==> src/pkg/limit_regs_pkg.sv <==
// Constants for the alert-limit threshold register bank.
// Assumes an 8-bit register pointer supplied by the serial front end.
package limit_regs_pkg;

  // Register pointer values
  localparam logic [7:0] ADDR_DIAG = 8'h0B;
  localparam logic [7:0] ADDR_CUR_HI = 8'h0C;
  localparam logic [7:0] ADDR_CUR_LO = 8'h0D;
  localparam logic [7:0] ADDR_BUS_HI = 8'h0E;
  localparam logic [7:0] ADDR_BUS_LO = 8'h0F;
  localparam logic [7:0] ADDR_TEMP_HI = 8'h10;
  localparam logic [7:0] ADDR_PWR_HI = 8'h11;
  localparam logic [7:0] ADDR_MAKER = 8'h3E;

  // Reset values
  localparam logic [15:0] CUR_HI_RST = 16'h7FFF;
  localparam logic [15:0] CUR_LO_RST = 16'h8000;
  localparam logic [14:0] BUS_HI_RST = 15'h7FFF;
  localparam logic [14:0] BUS_LO_RST = 15'h0000;
  localparam logic [11:0] TEMP_HI_RST = 12'h07FF;
  localparam logic [15:0] PWR_HI_RST = 16'hFFFF;
  localparam logic MEM_OK_RST = 1'b1;
  localparam logic LATCH_RST = 1'b0;
  localparam logic POLARITY_RST = 1'b0;

  // Maker code, two ASCII characters; value is arbitrary
  localparam logic [15:0] MAKER_CODE = 16'h5A5A;

  // Field positions
  localparam int TEMP_FIELD_LSB = 4;
  localparam int PWR_SCALE_SHIFT = 8;
  localparam int DIAG_LATCH_BIT = 15;
  localparam int DIAG_POLARITY_BIT = 12;
  localparam int DIAG_FLAG_LSB = 2;
  localparam int DIAG_MEM_OK_BIT = 0;

  // Limit flag indices; flag i sits at diagnostic bit DIAG_FLAG_LSB + i
  localparam int FLAG_N = 6;
  localparam int FLAG_PWR_HI = 0;
  localparam int FLAG_BUS_LO = 1;
  localparam int FLAG_BUS_HI = 2;
  localparam int FLAG_CUR_LO = 3;
  localparam int FLAG_CUR_HI = 4;
  localparam int FLAG_TEMP_HI = 5;

endpackage

==> src/pkg/limit_cmp_if.sv <==
// Carries thresholds and results to the comparator, and trips back.
// Assumes both ends run on the same clock.
`timescale 1ns/100ps
interface limit_cmp_if;
  import limit_regs_pkg::*;
  logic [15:0] cur_hi;
  logic [15:0] cur_lo;
  logic [14:0] bus_hi;
  logic [14:0] bus_lo;
  logic [11:0] temp_hi;
  logic [15:0] pwr_hi;
  logic [15:0] cur_res;
  logic [15:0] bus_res;
  logic [15:0] temp_res;
  logic [23:0] pwr_res;
  logic cur_v;
  logic bus_v;
  logic temp_v;
  logic pwr_v;
  logic [FLAG_N-1:0] ev;
  logic [FLAG_N-1:0] trip;

  modport regs (
    output cur_hi, cur_lo, bus_hi, bus_lo, temp_hi, pwr_hi,
    output cur_res, bus_res, temp_res, pwr_res,
    output cur_v, bus_v, temp_v, pwr_v,
    input ev, trip
  );
  modport cmp (
    input cur_hi, cur_lo, bus_hi, bus_lo, temp_hi, pwr_hi,
    input cur_res, bus_res, temp_res, pwr_res,
    input cur_v, bus_v, temp_v, pwr_v,
    output ev, trip
  );
endinterface // limit_cmp_if

==> src/hw/limit_threshold_alert_regs.sv <==
// Alert-limit threshold registers, diagnostic flags and alert pin drive.
// Assumes a serial front end on ref_clk issues register reads and writes.
//
// What this block does
// Memory status bit resets to one, drops to zero on trim checksum error.
// A negative current high threshold trips overcurrent at zero current.
// Host sets overcurrent threshold above undercurrent when both negative.
// Current high threshold: 16-bit signed, read/write, resets 7FFF.
// Current low threshold: 16-bit signed, read/write, resets 8000.
// Bus high threshold: bits 14..0 unsigned, resets 7FFF.
// Bus low threshold: bits 14..0 unsigned, resets zero.
// Bit 15 of both bus thresholds reads zero, ignores writes.
// Temp limit: bits 15..4 signed, resets 7FF, compared to die temperature.
// Temperature threshold bits 3..0 read zero, ignore writes.
// Power threshold: 16-bit unsigned, 256 power steps each, resets FFFF.
// Read-only identification register at 3E returns two ASCII characters.
// Overcurrent flag above high limit, undercurrent flag below low limit.
// With latch enabled, reading diagnostics clears the limit flags.
// Polarity zero: active-low alert; one: active-high; both open drain.
// Each comparison runs whenever its quantity delivers a new result.
`timescale 1ns/100ps
module limit_threshold_alert_regs
  import limit_regs_pkg::*;
(
  input wire logic ref_clk,
  input wire logic rstn,
  input wire logic ce,
  input wire logic [7:0] reg_addr,
  input wire logic reg_wr,
  input wire logic [15:0] reg_wdata,
  input wire logic reg_rd,
  output logic [15:0] reg_rdata,
  output logic reg_rvalid,
  input wire logic [15:0] current_result,
  input wire logic current_valid,
  input wire logic [15:0] bus_voltage_result,
  input wire logic bus_voltage_valid,
  input wire logic [15:0] die_temperature_result,
  input wire logic die_temperature_valid,
  input wire logic [23:0] power_result,
  input wire logic power_valid,
  input wire logic trim_checksum_error,
  output logic alert_o,
  output logic alert_oe_n
);

  limit_cmp_if cmp_bus ();

  // Threshold and control state
  logic [15:0] current_high_threshold;
  logic [15:0] current_low_threshold;
  logic [14:0] bus_voltage_high_threshold;
  logic [14:0] bus_voltage_low_threshold;
  logic [11:0] temperature_high_field;
  logic [15:0] power_high_threshold;
  logic alert_latch_enable;
  logic alert_polarity_select;
  logic trim_memory_ok;
  logic [FLAG_N-1:0] limit_flags;

  logic [15:0] next_current_high_threshold;
  logic [15:0] next_current_low_threshold;
  logic [14:0] next_bus_voltage_high_threshold;
  logic [14:0] next_bus_voltage_low_threshold;
  logic [11:0] next_temperature_high_field;
  logic [15:0] next_power_high_threshold;
  logic next_alert_latch_enable;
  logic next_alert_polarity_select;
  logic next_trim_memory_ok;
  logic [FLAG_N-1:0] next_limit_flags;

  // Read and pin state
  logic [15:0] next_reg_rdata;
  logic next_reg_rvalid;
  logic next_alert_o;
  logic next_alert_oe_n;

  logic diag_read;
  logic [15:0] diag_word;
  logic alert_active;

  // Comparator hookup
  assign cmp_bus.cur_hi = current_high_threshold;
  assign cmp_bus.cur_lo = current_low_threshold;
  assign cmp_bus.bus_hi = bus_voltage_high_threshold;
  assign cmp_bus.bus_lo = bus_voltage_low_threshold;
  assign cmp_bus.temp_hi = temperature_high_field;
  assign cmp_bus.pwr_hi = power_high_threshold;
  assign cmp_bus.cur_res = current_result;
  assign cmp_bus.bus_res = bus_voltage_result;
  assign cmp_bus.temp_res = die_temperature_result;
  assign cmp_bus.pwr_res = power_result;
  assign cmp_bus.cur_v = current_valid;
  assign cmp_bus.bus_v = bus_voltage_valid;
  assign cmp_bus.temp_v = die_temperature_valid;
  assign cmp_bus.pwr_v = power_valid;

  limit_compare u_compare (
    .ref_clk(ref_clk),
    .rstn(rstn),
    .ce(ce),
    .cmp(cmp_bus)
  );

  assign diag_read = reg_rd && (reg_addr == ADDR_DIAG);

  // Diagnostic word
  always_comb begin
    diag_word = 16'h0000;
    diag_word[DIAG_LATCH_BIT] = alert_latch_enable;
    diag_word[DIAG_POLARITY_BIT] = alert_polarity_select;
    diag_word[DIAG_FLAG_LSB +: FLAG_N] = limit_flags;
    diag_word[DIAG_MEM_OK_BIT] = trim_memory_ok;
  end

  // Register writes
  always_comb begin
    next_current_high_threshold = current_high_threshold;
    next_current_low_threshold = current_low_threshold;
    next_bus_voltage_high_threshold = bus_voltage_high_threshold;
    next_bus_voltage_low_threshold = bus_voltage_low_threshold;
    next_temperature_high_field = temperature_high_field;
    next_power_high_threshold = power_high_threshold;
    next_alert_latch_enable = alert_latch_enable;
    next_alert_polarity_select = alert_polarity_select;
    if (reg_wr) begin
      case (reg_addr)
        ADDR_DIAG: begin
          next_alert_latch_enable = reg_wdata[DIAG_LATCH_BIT];
          next_alert_polarity_select = reg_wdata[DIAG_POLARITY_BIT];
        end
        ADDR_CUR_HI: begin
          next_current_high_threshold = reg_wdata;
        end
        ADDR_CUR_LO: begin
          next_current_low_threshold = reg_wdata;
        end
        ADDR_BUS_HI: begin
          next_bus_voltage_high_threshold = reg_wdata[14:0];
        end
        ADDR_BUS_LO: begin
          next_bus_voltage_low_threshold = reg_wdata[14:0];
        end
        ADDR_TEMP_HI: begin
          next_temperature_high_field =
            reg_wdata[15:TEMP_FIELD_LSB];
        end
        ADDR_PWR_HI: begin
          next_power_high_threshold = reg_wdata;
        end
        default: begin
          next_power_high_threshold = power_high_threshold;
        end
      endcase
    end
  end

  always_ff @(posedge ref_clk) begin
    if (!rstn) begin
      current_high_threshold <= CUR_HI_RST;
      current_low_threshold <= CUR_LO_RST;
      bus_voltage_high_threshold <= BUS_HI_RST;
      bus_voltage_low_threshold <= BUS_LO_RST;
      temperature_high_field <= TEMP_HI_RST;
      power_high_threshold <= PWR_HI_RST;
      alert_latch_enable <= LATCH_RST;
      alert_polarity_select <= POLARITY_RST;
    end else if (ce) begin
      current_high_threshold <= next_current_high_threshold;
      current_low_threshold <= next_current_low_threshold;
      bus_voltage_high_threshold <= next_bus_voltage_high_threshold;
      bus_voltage_low_threshold <= next_bus_voltage_low_threshold;
      temperature_high_field <= next_temperature_high_field;
      power_high_threshold <= next_power_high_threshold;
      alert_latch_enable <= next_alert_latch_enable;
      alert_polarity_select <= next_alert_polarity_select;
    end
  end

  // Trim memory status, sticky low until reset
  always_comb begin
    next_trim_memory_ok = trim_memory_ok && !trim_checksum_error;
  end

  always_ff @(posedge ref_clk) begin
    if (!rstn) begin
      trim_memory_ok <= MEM_OK_RST;
    end else if (ce) begin
      trim_memory_ok <= next_trim_memory_ok;
    end
  end

  // Limit flags: a new trip wins over a read clear
  genvar gi;
  generate
    for (gi = 0; gi < FLAG_N; gi++) begin : g_flag
      assign next_limit_flags[gi] = alert_latch_enable ?
        ((limit_flags[gi] && !diag_read) ||
         (cmp_bus.ev[gi] && cmp_bus.trip[gi])) :
        (cmp_bus.ev[gi] ? cmp_bus.trip[gi] : limit_flags[gi]);
    end
  endgenerate

  always_ff @(posedge ref_clk) begin
    if (!rstn) begin
      limit_flags <= '0;
    end else if (ce) begin
      limit_flags <= next_limit_flags;
    end
  end

  // Register reads
  always_comb begin
    next_reg_rvalid = reg_rd;
    next_reg_rdata = 16'h0000;
    if (reg_rd) begin
      case (reg_addr)
        ADDR_DIAG: next_reg_rdata = diag_word;
        ADDR_CUR_HI: next_reg_rdata = current_high_threshold;
        ADDR_CUR_LO: next_reg_rdata = current_low_threshold;
        ADDR_BUS_HI: begin
          next_reg_rdata = {1'b0, bus_voltage_high_threshold};
        end
        ADDR_BUS_LO: begin
          next_reg_rdata = {1'b0, bus_voltage_low_threshold};
        end
        ADDR_TEMP_HI: begin
          next_reg_rdata = {temperature_high_field, 4'h0};
        end
        ADDR_PWR_HI: next_reg_rdata = power_high_threshold;
        ADDR_MAKER: next_reg_rdata = MAKER_CODE;
        default: next_reg_rdata = 16'h0000;
      endcase
    end
  end

  always_ff @(posedge ref_clk) begin
    if (!rstn) begin
      reg_rdata <= 16'h0000;
      reg_rvalid <= 1'b0;
    end else if (ce) begin
      reg_rdata <= next_reg_rdata;
      reg_rvalid <= next_reg_rvalid;
    end
  end

  // Alert pin: open drain, only ever pulls low
  assign alert_active = |limit_flags;
  always_comb begin
    next_alert_o = 1'b0;
    next_alert_oe_n = alert_polarity_select ?
      alert_active : !alert_active;
  end

  always_ff @(posedge ref_clk) begin
    if (!rstn) begin
      alert_o <= 1'b0;
      alert_oe_n <= 1'b1;
    end else if (ce) begin
      alert_o <= next_alert_o;
      alert_oe_n <= next_alert_oe_n;
    end
  end

endmodule // limit_threshold_alert_regs

==> src/hw/limit_compare.sv <==
// Compares each new conversion result with its thresholds.
// Assumes results and strobes come from logic on ref_clk.
`timescale 1ns/100ps
module limit_compare
  import limit_regs_pkg::*;
(
  input wire logic ref_clk,
  input wire logic rstn,
  input wire logic ce,
  limit_cmp_if.cmp cmp
);

  logic [FLAG_N-1:0] ev;
  logic [FLAG_N-1:0] trip;
  logic [FLAG_N-1:0] next_ev;
  logic [FLAG_N-1:0] next_trip;

  always_comb begin
    next_ev = '0;
    next_trip = trip;
    if (cmp.cur_v) begin
      next_ev[FLAG_CUR_HI] = 1'b1;
      next_ev[FLAG_CUR_LO] = 1'b1;
      // Signed compare: a negative high limit trips already at zero
      next_trip[FLAG_CUR_HI] =
        $signed(cmp.cur_res) > $signed(cmp.cur_hi);
      next_trip[FLAG_CUR_LO] =
        $signed(cmp.cur_res) < $signed(cmp.cur_lo);
    end
    if (cmp.bus_v) begin
      next_ev[FLAG_BUS_HI] = 1'b1;
      next_ev[FLAG_BUS_LO] = 1'b1;
      next_trip[FLAG_BUS_HI] = cmp.bus_res > {1'b0, cmp.bus_hi};
      next_trip[FLAG_BUS_LO] = cmp.bus_res < {1'b0, cmp.bus_lo};
    end
    if (cmp.temp_v) begin
      next_ev[FLAG_TEMP_HI] = 1'b1;
      next_trip[FLAG_TEMP_HI] =
        $signed(cmp.temp_res[15:TEMP_FIELD_LSB]) >
        $signed(cmp.temp_hi);
    end
    if (cmp.pwr_v) begin
      next_ev[FLAG_PWR_HI] = 1'b1;
      next_trip[FLAG_PWR_HI] =
        cmp.pwr_res > {cmp.pwr_hi, {PWR_SCALE_SHIFT{1'b0}}};
    end
  end

  always_ff @(posedge ref_clk) begin
    if (!rstn) begin
      ev <= '0;
      trip <= '0;
    end else if (ce) begin
      ev <= next_ev;
      trip <= next_trip;
    end
  end

  assign cmp.ev = ev;
  assign cmp.trip = trip;

endmodule // limit_compare

==> config.mk <==
export PLATFORM = sky130hd
export DESIGN_NAME = limit_threshold_alert_regs
export DESIGN_NICKNAME = d
export VERILOG_FILES = /design/src/pkg/limit_regs_pkg.sv /design/src/pkg/limit_cmp_if.sv /design/src/hw/limit_threshold_alert_regs.sv /design/src/hw/limit_compare.sv
export SDC_FILE = /design/constraint.sdc
export NUM_CORES = 1
export LEC_CHECK = 0
export ABC_CLOCK_PERIOD_IN_PS = 2100
export BUFFER_PORTS_ARGS = -buffer_cell sky130_fd_sc_hd__buf_2
export CAP_MARGIN = 5
export CORE_ASPECT_RATIO = 1.5
export CORE_UTILIZATION = 57
export DETAILED_ROUTE_END_ITERATION = 12
export PLACE_DENSITY = 0.78
export SETUP_SLACK_MARGIN = 0.05
export SLEW_MARGIN = 40
export SYNTH_ARGS = -nofsm -noshare
export SYNTH_HDL_FRONTEND = slang
export SYNTH_SLANG_ARGS = --single-unit
==> constraint.sdc <==
create_clock -name ref_clk -period 2.1 [get_ports ref_clk]
set_input_delay 0.21 -clock ref_clk [delete_from_list [all_inputs] [get_ports ref_clk]]
set_output_delay 0.21 -clock ref_clk [all_outputs]
set_load 0.005 [all_outputs]
==> qor.txt <==
Final Skew - 5.44 ps
Iter 0 DRT Violations - 415
CP startpoint kind - register
post-route minimum period - 1970 ps
post-route cell area - 0.00908 mm²
setup TNS - 0 ps
starting density of the core - 0.581
Post-DP HPWL - 17,400 µm
core area - 0.0130 mm²
post-synth cell types - 60
DRC - 0
Post-DRT Antenna Nets - 0
Hold Violations, Final - 0
DP Area - 0.00837 mm²
Die ar. - 0.0137 mm²
Clock Latency Late Sink - 420 ps
hold path depth - 2
die width - 95.8 µm
worst hold path class - input port to register
syn avg cell area - 8.54 µm²
Total Power - 6.38 mW
Primary FF master, synth - dfxtp_1
Final setup viols - 0
H-tree depth - 4
Async SR Flop Fraction - 0
EDFF count, synth - 0
GP Congestion - 0.944
Sink Count - 127
Total Wirelength - 22,800 µm
Hold-fix buffers, CTS - 0
FF+latch count, synth - 127
via count - 7,186
FF-to-FF setup slack - 130 ps
Max FO, Critical Path - 2
CTS root buf - clkbuf_16
Syn Nets - 1,075
register area share after synthesis - 0.338
GRT Overall Usage - 0.345
Max Cap Viol - 0
DRT Pass-1 Iters - 5
largest net degree at the start of global routing - 77
Crit Path Category - register to register
CTS tree - built
P per Cell Area - 703 mW/mm²
Max Slew Vio Count - 0
wire length of the first global-routing pass - 34,700 µm
Syn Std Cell Area - 0.00752 mm²
DR vias/cell - 6.13
Req. time, crit path - 2400 ps
number of instances in the placed design - 1,140
Routed wire per std cell - 19.5 µm
port bufs - 119
global route total overflow - 0
P_leak - 4.42 nW
nets@finish - 1,194
CP cell instances - inv_1 -> ha_1 -> nor2b_1 -> o211ai_1 -> a211oi_1 -> a311oi_1 -> mux2i_1 -> o41ai_1
antenna violations before repair - 0
critical path data arrival time - 2260 ps
vias in the first global route - 6,823
Slowest Stage Delay on Critical Path - 390 ps
Worst setup EP type - register
CTS max path bufs - 2
Layout Cells excl Fill - 1,172
status - finished clean
RSZ-0062 raised after global routing - no
Die Ht - 143 µm
I/O pins - 125
Register-to-Register Path Depth - 8
Reg clk slew, reported paths - 60 ps
Tcrit/Tclk final - 0.937
Area growth, synth to finish - 20.7%
Peak Freq - 508 MHz
CP max-delay cell - mux2i_1
share of cells above drive strength 1 - 0.203
row cnt - 51
Yosys warning count - 0
synthesized instance count - 881
ant diodes - 0
TritonCTS Buffers - 17
Max VDD drop - 0.548 mV
## repair_timing
| action | CTS | global route |
|---|---|---|
| setup buffers | 0 | 0 |
| pin swaps | 0 | 1 |
| gates resized for setup | 1 | 6 |
| endpoints found under the hold margin | 0 | 0 |
| endpoints found under the setup margin | 1 | 4 |
## logic make-up after synthesis
logic type,count (synthesis),share of synthesized area
AOI/OAI and AO/OA,214,0.191
other,1,0.000499
xor gates and xnor gates,1,0.00116
and+or+nand+nor,259,0.167
adders and majority gates,88,0.146
buffers and inverters,141,0.0755
DFF,127,0.338
muxes,50,0.0800
## state kept, by name (all words and copies together) (netlist names), 4 cells and up
name	flops
cmp_bus.pwr_hi	16
cmp_bus.cur_hi	16
u_compare.cmp.ev	4
bus_voltage_low_threshold	15
cmp_bus.cur_lo	16
limit_flags	6
bus_voltage_high_threshold	15
cmp_bus.temp_hi	12
reg_rdata	16
u_compare.cmp.trip	6
## through the flow
| step | util | setup slack (ps) | hold WS [ps] |
|---|---|---|---|
| 6_report | 0.701 | 133 | 52.5 |
| 5_1_grt | 0.701 | 61.8 | 54.4 |
| 4_1_cts | 0.699 | 112 | 25.9 |
| 3_5_place_dp | 0.646 | 44.2 | 439 |
| 3_3_place_gp | 0.646 | 139 | 435 |
| 2_1_floorplan | - | 359 | 326 |
## layout make-up
cell class	instances	area, µm²
repair buffers	146	848
fillers	1017	3870
clock buffers	17	425
well taps	159	199
inverters	95	357
flip-flops and latches	127	2540
clock inverters	15	255
multi-input cells	613	4450
## final timing paths
path / startpoint / endpoint
worst max-delay path: cmp_bus.temp_hi[1] / u_compare.cmp.trip[5]
worst min-delay path: current_valid / u_compare.cmp.trip[3]
worst max register to register: cmp_bus.temp_hi[1] / u_compare.cmp.trip[5]
worst min register to register: reg_rdata[1] / reg_rdata[1]
## cells in the mapped netlist, types with 14 or more instances
cell | number | share of area
clkbuf_1 | 27 | 0.013
ha_1 | 88 | 0.15
dfxtp_1 | 127 | 0.34
o21ai_0 | 35 | 0.023
nand4_1 | 14 | 0.012
mux2i_1 | 41 | 0.055
nor2_1 | 49 | 0.024
inv_1 | 95 | 0.047
o211ai_1 | 59 | 0.059
nand3_1 | 16 | 0.011
a21oi_1 | 43 | 0.029
nand2_1 | 114 | 0.057
## worst max-delay path, delay by kind of cell (launching register included)
family	cells	cell delay [ps]
multiplexers	1	390
flip-flops	1	340
adder cells (fa/ha/maj)	1	280
AO/OA/AOI/OAI	4	640
buffers and inverters	1	70
AND/OR/NAND/NOR	1	130
## cells in the final DEF (no fill, tap or decap), types with 8 or more instances in the layout
cell	Yosys	final
buf_4	2	23
mux2i_1	41	41
nand4_1	14	14
nand3_1	16	16
nor3_1	9	8
buf_2	13	119
a221oi_1	9	9
nor2b_1	12	12
clkbuf_16	0	17
nor2_1	49	47
inv_1	95	95
nand2_1	114	114
dfxtp_1	127	127
a21o_1	9	9
a21oi_1	43	43
o21ai_0	35	35
o211ai_1	59	59
ha_1	88	88
o21ai_1	11	11
mux4_2	8	8
## power by group
part           total (mW)  internal (mW)  switching, mW
logic               0.529          0.217          0.312
registers            2.44           2.42         0.0110
clock network        3.42           2.25           1.17
## layer usage
layer / vias up / wire (µm) / global-route usage
li1: 3405 / - / -
met1: 3381 / 8590 / 0.382
met2: 316 / 11400 / 0.602
met3: 84 / 1320 / 0.0532
met4: 0 / 1460 / 0.218
met5: - / 0 / 0
Power figures use the tool's default switching activity.
